--- config.mk ---
export PLATFORM = sky130hd
export DESIGN_NAME = fia_ident_addr
export DESIGN_NICKNAME = d
export VERILOG_FILES = /design/src/logic/fia_pkg.sv /design/src/logic/fia_ident_addr.sv
export VERILOG_INCLUDE_DIRS = /design/src /design/src/logic
export SDC_FILE = /design/constraint.sdc
export NUM_CORES = 1
export LEC_CHECK = 0
export BUFFER_PORTS_ARGS = -buffer_cell sky130_fd_sc_hd__buf_4
export CAP_MARGIN = 20
export CORE_ASPECT_RATIO = 1.75
export CORE_MARGIN = 2
export CORE_UTILIZATION = 54
export DETAILED_ROUTE_END_ITERATION = 12
export GPL_ROUTABILITY_DRIVEN = 0
export PLACE_DENSITY_LB_ADDON = 0.2
export SKIP_LAST_GASP = 1
export SYNTH_ARGS = -nofsm -noshare
export SYNTH_HDL_FRONTEND = slang
export SYNTH_SLANG_ARGS = --single-unit
--- constraint.sdc ---
create_clock -name core_clk -period 5.27 [get_ports core_clk]
set_input_delay 1.054 -clock core_clk [delete_from_list [all_inputs] [get_ports core_clk]]
set_output_delay 1.054 -clock core_clk [all_outputs]
set_load 0.05 [all_outputs]
--- src/logic/fia_defines.svh ---
// fia_defines.svh: offsets, field positions, reset values and timing
// counts for the identity and station-address block.
// assumes: included by its bare name from the package and the design.
`ifndef FIA_DEFINES_SVH
`define FIA_DEFINES_SVH

// register offsets on the plain register port
`define FIA_OFS_IDSEL 8'h00
`define FIA_OFS_CTRL 8'h04
`define FIA_OFS_ADDR 8'h08
`define FIA_OFS_RESTORE 8'h0C
`define FIA_OFS_STATUS 8'h10
`define FIA_OFS_IDCODE 8'h14

// identity selector values
`define FIA_SEL_PROFILE 8'h00
`define FIA_SEL_NEW 8'h01
`define FIA_SEL_AUTO 8'h7F
`define FIA_SEL_OLD 8'h80

// control and status field positions
`define FIA_CTRL_STYLE_BIT 0
`define FIA_ST_ACT_LSB 0
`define FIA_ST_FIXED_BIT 2
`define FIA_ST_AUTO_BIT 3
`define FIA_ST_COND_BIT 4
`define FIA_ST_DIAGNEW_BIT 5
`define FIA_ST_CYCLIC_BIT 6
`define FIA_ST_SRC_BIT 7
`define FIA_ST_ADDR_LSB 8
`define FIA_ST_BLOCKS_LSB 16
`define FIA_ST_MODULES_LSB 20

// station address limits and defaults
`define FIA_ADDR_MAX 7'h7D
`define FIA_ADDR_FACTORY 7'h7E
`define FIA_RESTORE_CODE 32'h0000_0A98

// reset values
`define FIA_RST_IDSEL 8'h00
`define FIA_RST_STYLE 1'b0

// blocks and cyclic modules for profile and new identities
`define FIA_NEW_BLOCKS 4'h3
`define FIA_NEW_MODULES 4'h1

// switch settle time before restart
`define FIA_CLK_MHZ 125
`define FIA_SETTLE_S 10
`define FIA_SETTLE_CYC (`FIA_SETTLE_S * `FIA_CLK_MHZ * 1000000)

`endif

--- src/logic/fia_pkg.sv ---
// fia_pkg.sv: types of the identity and station-address block.
// assumes: fia_defines.svh sits beside it.
`include "fia_defines.svh"

package fia_pkg;

    // identity in use
    typedef enum logic [1:0] {
        FIA_ID_PROFILE,
        FIA_ID_NEW,
        FIA_ID_OLD
    } fia_idx_t;

    // decoded master request frames, one-cycle strobes with their data
    typedef struct packed {
        logic set_prm;
        logic set_addr;
        logic get_diag;
        logic [15:0] ident;
        logic [6:0] addr;
        logic cond;
    } fia_frame_t;

    // identity view presented to the protocol engine
    typedef struct packed {
        logic [15:0] ident_code;
        logic condensed;
        logic diag_new;
        logic [3:0] blocks;
        logic [3:0] modules;
        logic [15:0] diag_code;
        logic diag_valid;
    } fia_ident_t;

    // whole block state
    typedef struct packed {
        logic [7:0] sel;
        logic style;
        logic cond_cfg;
        logic [6:0] sw_addr;
        logic [7:0] sw_lat;
        logic fixed;
        fia_idx_t act;
        fia_idx_t cand;
        logic start;
        logic [31:0] settle;
        logic [31:0] rdata;
        logic [15:0] diag_code;
        logic diag_valid;
    } fia_state_t;

endpackage

--- src/logic/fia_ident_addr.sv ---
// fia_ident_addr.sv: identity selection and station address of a
// fieldbus slave port.
// assumes: single clock, synchronous inputs, frames decoded upstream.
//
// Function
// - selector 0 presents profile identity
// - selector 1 presents new-generation identity
// - selector 128: old identity, classic, old diag
// - selector 127 enters adaptation mode
// - selector change ignored during cyclic exchange
// - identity kept across cyclic run
// - blocks and modules follow identity
// - adaptation fixes identity from known request
// - unfixed adaptation rotates identity per diagnose
// - master switches identity only in adaptation
// - status style from config or parameter
// - software station addresses lie in 0 to 125
// - factory address 126, software addressing
// - switch 8 selects address source
// - hardware address is weighted switch sum
// - switch change restarts within ten seconds
// - menu refuses 126; code restores 126
// - report stored address after restart
`timescale 1ns/1ps
`default_nettype none
`include "fia_defines.svh"

module fia_ident_addr
    import fia_pkg::*;
#(
    parameter logic [15:0] ID_PROFILE = 16'h0A01, // arbitrary value
    parameter logic [15:0] ID_NEW = 16'h0A02, // arbitrary value
    parameter logic [15:0] ID_OLD = 16'h0A03, // arbitrary value
    parameter logic [3:0] OLD_BLOCKS = 4'h3,
    parameter logic [3:0] OLD_MODULES = 4'h1,
    parameter logic [31:0] SETTLE_CYC = 32'(`FIA_SETTLE_CYC)
)
(
    // clock and reset
    input wire logic core_clk,
    input wire logic sys_rst,
    // register port
    input wire logic [7:0] reg_addr,
    input wire logic [31:0] reg_wdata,
    input wire logic reg_wr,
    input wire logic reg_rd,
    output logic [31:0] reg_rdata,
    // switches: [6:0] weights, [7] address_source_switch
    input wire logic [7:0] addr_switch,
    // link state and decoded frames
    input wire logic cyclic_active,
    input wire fia_frame_t frame,
    // identity and address presented to the protocol engine
    output fia_ident_t ident,
    output logic [6:0] station_addr,
    output logic restart
);

    fia_state_t s_q;
    fia_state_t s_d;
    logic auto_mode;
    logic cond_w;
    logic [6:0] hw_addr;
    logic settle_done;

    // code of an identity
    function automatic logic [15:0] code_of(input fia_idx_t i);
        case (i)
            FIA_ID_PROFILE: code_of = ID_PROFILE;
            FIA_ID_NEW: code_of = ID_NEW;
            default: code_of = ID_OLD;
        endcase
    endfunction

    // identity of a known code
    function automatic fia_idx_t idx_of(input logic [15:0] c);
        if (c == ID_NEW)
        begin
            idx_of = FIA_ID_NEW;
        end
        else if (c == ID_OLD)
        begin
            idx_of = FIA_ID_OLD;
        end
        else
        begin
            idx_of = FIA_ID_PROFILE;
        end
    endfunction

    // next candidate offered in adaptation
    function automatic fia_idx_t next_of(input fia_idx_t i);
        case (i)
            FIA_ID_PROFILE: next_of = FIA_ID_NEW;
            FIA_ID_NEW: next_of = FIA_ID_OLD;
            default: next_of = FIA_ID_PROFILE;
        endcase
    endfunction

    // --------------------------------------------------------------
    // derived views
    // --------------------------------------------------------------

    // adaptation mode and status style
    assign auto_mode = (s_q.sel == `FIA_SEL_AUTO);
    assign cond_w = (s_q.act != FIA_ID_OLD) &&
        (s_q.style || s_q.cond_cfg);
    // weighted switch sum, latched only at restart
    assign hw_addr = s_q.sw_lat[6:0];
    assign settle_done = (s_q.settle >= SETTLE_CYC - 32'h0000_0001);

    // outputs
    always_comb
    begin
        ident.ident_code = code_of(s_q.act);
        ident.condensed = cond_w;
        ident.diag_new = (s_q.act != FIA_ID_OLD);
        ident.blocks = (s_q.act == FIA_ID_OLD) ? OLD_BLOCKS
            : `FIA_NEW_BLOCKS;
        ident.modules = (s_q.act == FIA_ID_OLD) ? OLD_MODULES
            : `FIA_NEW_MODULES;
        ident.diag_code = s_q.diag_code;
        ident.diag_valid = s_q.diag_valid;
        station_addr = s_q.sw_lat[7] ? s_q.sw_addr : hw_addr;
        restart = s_q.start;
        reg_rdata = s_q.rdata;
    end

    // --------------------------------------------------------------
    // next state
    // --------------------------------------------------------------

    // register port, frames, adaptation and restart
    always_comb
    begin
        s_d = s_q;
        s_d.diag_valid = 1'b0;
        s_d.rdata = 32'h0000_0000;
        s_d.start = 1'b0;
        // restart: sample switches, forget the adapted identity
        if (s_q.start)
        begin
            s_d.sw_lat = addr_switch;
            s_d.settle = 32'h0000_0000;
            s_d.fixed = 1'b0;
            s_d.cand = FIA_ID_PROFILE;
            if (auto_mode)
            begin
                s_d.act = FIA_ID_PROFILE;
            end
        end
        else if (addr_switch != s_q.sw_lat)
        begin
            // count settle time, then restart on the new address
            if (settle_done)
            begin
                s_d.start = 1'b1;
            end
            else
            begin
                s_d.settle = s_q.settle + 32'h0000_0001;
            end
        end
        else
        begin
            s_d.settle = 32'h0000_0000;
        end
        // register writes
        if (reg_wr)
        begin
            case (reg_addr)
                `FIA_OFS_IDSEL:
                begin
                    // ignored while cyclic exchange runs
                    if (!cyclic_active)
                    begin
                        s_d.fixed = 1'b0;
                        s_d.cand = FIA_ID_PROFILE;
                        case (reg_wdata[7:0])
                            `FIA_SEL_PROFILE:
                            begin
                                s_d.sel = reg_wdata[7:0];
                                s_d.act = FIA_ID_PROFILE;
                            end
                            `FIA_SEL_NEW:
                            begin
                                s_d.sel = reg_wdata[7:0];
                                s_d.act = FIA_ID_NEW;
                            end
                            `FIA_SEL_OLD:
                            begin
                                s_d.sel = reg_wdata[7:0];
                                s_d.act = FIA_ID_OLD;
                            end
                            `FIA_SEL_AUTO:
                            begin
                                s_d.sel = reg_wdata[7:0];
                                s_d.act = FIA_ID_PROFILE;
                            end
                            default:
                            begin
                                s_d.fixed = s_q.fixed;
                                s_d.cand = s_q.cand;
                            end
                        endcase
                    end
                end
                `FIA_OFS_CTRL:
                begin
                    s_d.style = reg_wdata[`FIA_CTRL_STYLE_BIT];
                end
                `FIA_OFS_ADDR:
                begin
                    // menu entry: factory address and out of range refused
                    if (reg_wdata[31:0] <= 32'(`FIA_ADDR_MAX))
                    begin
                        s_d.sw_addr = reg_wdata[6:0];
                    end
                end
                `FIA_OFS_RESTORE:
                begin
                    if (reg_wdata == `FIA_RESTORE_CODE)
                    begin
                        s_d.sw_addr = `FIA_ADDR_FACTORY;
                    end
                end
                default:
                begin
                end
            endcase
        end
        // register reads, data one cycle later
        if (reg_rd)
        begin
            case (reg_addr)
                `FIA_OFS_IDSEL: s_d.rdata = {24'h00_0000, s_q.sel};
                `FIA_OFS_CTRL: s_d.rdata = {31'h0000_0000, s_q.style};
                `FIA_OFS_ADDR: s_d.rdata = {25'h000_0000, s_q.sw_addr};
                `FIA_OFS_STATUS:
                begin
                    s_d.rdata[`FIA_ST_ACT_LSB +: 2] = s_q.act;
                    s_d.rdata[`FIA_ST_FIXED_BIT] = s_q.fixed;
                    s_d.rdata[`FIA_ST_AUTO_BIT] = auto_mode;
                    s_d.rdata[`FIA_ST_COND_BIT] = cond_w;
                    s_d.rdata[`FIA_ST_DIAGNEW_BIT] = ident.diag_new;
                    s_d.rdata[`FIA_ST_CYCLIC_BIT] = cyclic_active;
                    s_d.rdata[`FIA_ST_SRC_BIT] = s_q.sw_lat[7];
                    s_d.rdata[`FIA_ST_ADDR_LSB +: 7] = station_addr;
                    s_d.rdata[`FIA_ST_BLOCKS_LSB +: 4] = ident.blocks;
                    s_d.rdata[`FIA_ST_MODULES_LSB +: 4] = ident.modules;
                end
                `FIA_OFS_IDCODE: s_d.rdata = {16'h0000, ident.ident_code};
                default: s_d.rdata = 32'h0000_0000;
            endcase
        end
        // diagnose request: answer, rotating while unfixed in adaptation
        if (frame.get_diag)
        begin
            s_d.diag_valid = 1'b1;
            if (auto_mode && !s_q.fixed)
            begin
                s_d.diag_code = code_of(s_q.cand);
                s_d.act = s_q.cand;
                s_d.cand = next_of(s_q.cand);
            end
            else
            begin
                s_d.diag_code = code_of(s_q.act);
            end
        end
        // parameter or address request fixes a known identity
        if ((frame.set_prm || frame.set_addr) && auto_mode &&
            !s_q.fixed && !cyclic_active &&
            (frame.ident == ID_PROFILE || frame.ident == ID_NEW ||
             frame.ident == ID_OLD))
        begin
            s_d.act = idx_of(frame.ident);
            s_d.fixed = 1'b1;
        end
        // status style taken from the master's configuration
        if (frame.set_prm)
        begin
            s_d.cond_cfg = frame.cond;
        end
        // station address set by the master, software addressing only
        if (frame.set_addr && s_q.sw_lat[7] && !cyclic_active &&
            frame.addr <= `FIA_ADDR_MAX)
        begin
            s_d.sw_addr = frame.addr;
        end
    end

    // --------------------------------------------------------------
    // state register
    // --------------------------------------------------------------

    // factory state on reset, restart on the first edge after it
    always_ff @(posedge core_clk)
    begin
        if (sys_rst)
        begin
            s_q.sel <= `FIA_RST_IDSEL;
            s_q.style <= `FIA_RST_STYLE;
            s_q.cond_cfg <= 1'b0;
            s_q.sw_addr <= `FIA_ADDR_FACTORY;
            s_q.sw_lat <= 8'h80;
            s_q.fixed <= 1'b0;
            s_q.act <= FIA_ID_PROFILE;
            s_q.cand <= FIA_ID_PROFILE;
            s_q.start <= 1'b1;
            s_q.settle <= 32'h0000_0000;
            s_q.rdata <= 32'h0000_0000;
            s_q.diag_code <= 16'h0000;
            s_q.diag_valid <= 1'b0;
        end
        else
        begin
            s_q <= s_d;
        end
    end
endmodule
`default_nettype wire

==> impl_metrics.py <==
metrics = {
    "status": {
        "status": "complete, no violations",
    },
    "synthesis": {
        "ys.flop_type": "dfxtp_1",
        "synth_edf_count": 0,
        "synthCells": 563,
        "netlist_area_mm2": 0.00466,
        "synthTopCellsByArea": "dfxtp_1 36%, buf_4 12%, mux2i_1 4.5%",
        "synthArstFlopShare_pct": 0,
        "yosysTopAreaCell": "dfxtp_1",
        "yosysWarningCount": 0,
        "yosysUniqueCellTypes": 59,
        "syn_area_per_cell_um2": 8.28,
        "synth-seq-cells": 83,
        "synth_top_area_share_pct": 35.7,
        "yosysSeqAreaShare_pct": 35.7,
    },
    "global_route": {
        "grt_pass1_wl_um": 18500,
        "grt_max_degree": 49,
        "grt-ovfl-total": 0,
        "antenna_found_initial": 0,
        "track_usage_pct": 25.3,
        "first_global_vias": 4036,
    },
    "worst_hold_path": {
        "min_from": "s_q[106]",
        "hold_path.class": "reg2reg",
    },
    "timing": {
        "tns_ns": 0,
        "relSlewSlack_pct": 39.3,
        "finalClockSkew_ns": 0.00610,
        "hold_viol_final": 0,
        "period_minus_slack_ns": 3.01,
        "period_share_pct": 57.2,
        "finalMaxSlewViolations": 0,
        "grt_setup_unrepaired": "no",
        "fmax_mhz": 332,
        "tightestPinTransition_ns": 0.903,
        "setup_violations": 0,
    },
    "drt": {
        "drtIter0Drc": 261,
        "drt_wl_total_um": 11800,
        "wire_per_inst_um": 15.6,
        "drc": 0,
        "first_pass_iters": 5,
        "ant_nets": 0,
        "num_vias": 4273,
        "via_per_inst": 5.64,
    },
    "setup_path": {
        "timing.rr.start": "s_q[49]",
        "worstSetupStartpoint": "reg_wdata[5]",
        "criticalPathCategory": "in2reg",
        "cp-end-kind": "flip-flop",
        "critPathLaunchType": "input pin",
        "cp.required_ns": 5.50,
        "worstPathArrival_ns": 3.24,
        "critPathMaxFanout": 10,
    },
    "placement": {
        "dpl.hpwl_um": 8890,
        "placed_cells": 742,
        "placed_cell_area_mm2": 0.00519,
        "portBuffers": 114,
    },
    "layout": {
        "diodes": 0,
        "nFillCells": 744,
        "multi_input_area_mm2": 0.00248,
        "final_common_cell": "buf_4",
        "fin_util_pct": 65.8,
        "fin_nets": 720,
        "syn_to_final_growth_pct": 18.2,
        "stdcell_count": 758,
        "drive_gt1_share_pct": 22.6,
        "final_area_mm2": 0.00551,
        "seqCellArea_mm2": 0.00166,
        "final_cell_mix": "115 x buf_4, 83 x dfxtp_1, 52 x nor2_1",
    },
    "clock_network": {
        "clockRootBuffer": "clkbuf_16",
        "clockBufferDepth": 2,
        "clk_latency_ns": 0.34,
        "cts_resized": 0,
        "clkSinkCount": 83,
        "cts.clk_slew.worst_paths_ns": 0.06,
        "cts_tree": "built",
        "cts-htree-levels": 3,
        "numCtsBuffers": 9,
        "post-cts-setup-buffers": 0,
        "cts_hold_buf": 0,
    },
    "floorplanning": {
        "start_util_pct": 55.7,
        "die-width_um": 74.2,
        "coreArea_mm2": 0.00837,
        "boundaryPins": 163,
        "fp.dieH_um": 127,
        "die_area_mm2": 0.00942,
        "rows": 44,
    },
    "power": {
        "finalPower_mw": 1.55,
        "ir_drop_v": 0.000178,
        "p_per_area_mw_per_mm2": 281,
        "power.leakage_nw": 2.21,
    },
    "flow_run": {
        "maxCapViolCount": 0,
    },
}
-- per-stage QoR --
stage | hold slack, ns | setup slack (ns)
after floorplan | 0.430 | 2.40
after global placement | 0.444 | 1.97
after detailed placement | 0.466 | 1.92
after CTS | 0.474 | 2.27
after global routing | 0.508 | 2.15
final | 0.477 | 2.26
-- synthesized netlist by cell type (4+ instances only) --
| cell | number |
|---|---|
| nand2_1 | 32 |
| mux2i_1 | 21 |
| o22ai_1 | 5 |
| buf_1 | 4 |
| nand2b_1 | 4 |
| buf_4 | 72 |
| clkbuf_1 | 12 |
| nor4_1 | 10 |
| dfxtp_1 | 83 |
| o21ai_1 | 4 |
| nor2_1 | 52 |
| o21ai_0 | 25 |
| xor2_1 | 9 |
| nor3_1 | 13 |
| o21a_1 | 4 |
| or3_1 | 21 |
| a21oi_1 | 38 |
| nand4_1 | 20 |
| mux2_2 | 7 |
| nor2b_1 | 7 |
| and3_1 | 12 |
| buf_2 | 7 |
| nand3_1 | 14 |
| a22oi_1 | 4 |
| o211ai_1 | 8 |
| inv_1 | 9 |
| a31oi_1 | 5 |
| nor4b_1 | 4 |
| or4_1 | 11 |
-- registers in the layout, indices dropped and copies added, names as in the netlist --
name,cells
s_q,55
reg_rdata,16
hw_addr,7
ident,4
restart,1
-- metal layers --
| layer | wire length (um) | global-route usage [%] |
|---|---|---|
| met2 | 6560 | 45.7 |
| met1 | 4330 | 27.2 |
| met4 | 387 | 12.6 |
| met3 | 535 | 4.53 |
| met5 | 0 | 0 |
-- layout make-up --
type,count,area share [%]
multi-input cells,420,45.1
flip-flops and latches,83,30.2
repair buffers,116,15.9
clock buffers,11,4.22
well taps,115,2.61
clock inverters,4,1.39
inverters,9,0.613
-- report_power, final --
group	internal, mW	switching [mW]	total, mW
clock network	0.413	0.243	0.656
registers	0.638	0.0137	0.652
logic	0.0752	0.164	0.239
-- worst max-delay path, cell delays in order --
cell       delay [ns]
buf_4            0.12
or4_4            0.56
a2111o_1         0.37
a21oi_2          0.57
a21oi_2          0.08
a221o_1          0.37
o2bb2ai_1        0.12
-- path summary, 6_finish.rpt --
| kind | endpoint | slack (ns) | depth (start not counted) |
|---|---|---|---|
| max reg2reg | s_q[79] | 2.67 | 7 |
| min | reg_rdata[2] | 0.48 | 2 |
| max | s_q[84] | 2.26 | 7 |
| min reg2reg | reg_rdata[2] | 0.48 | 2 |
-- cell families after synthesis --
kind of cell	Yosys count	share of synthesized area, %
other cells	2	0.161
xor+xnor	9	1.69
fa+ha+maj	1	0.268
mux	28	6.20
flops	83	35.7
simple gates	214	24.8
compound gates	120	16.4
buf+inv	106	14.8
Note: power is estimated with default switching activity, not from simulation.
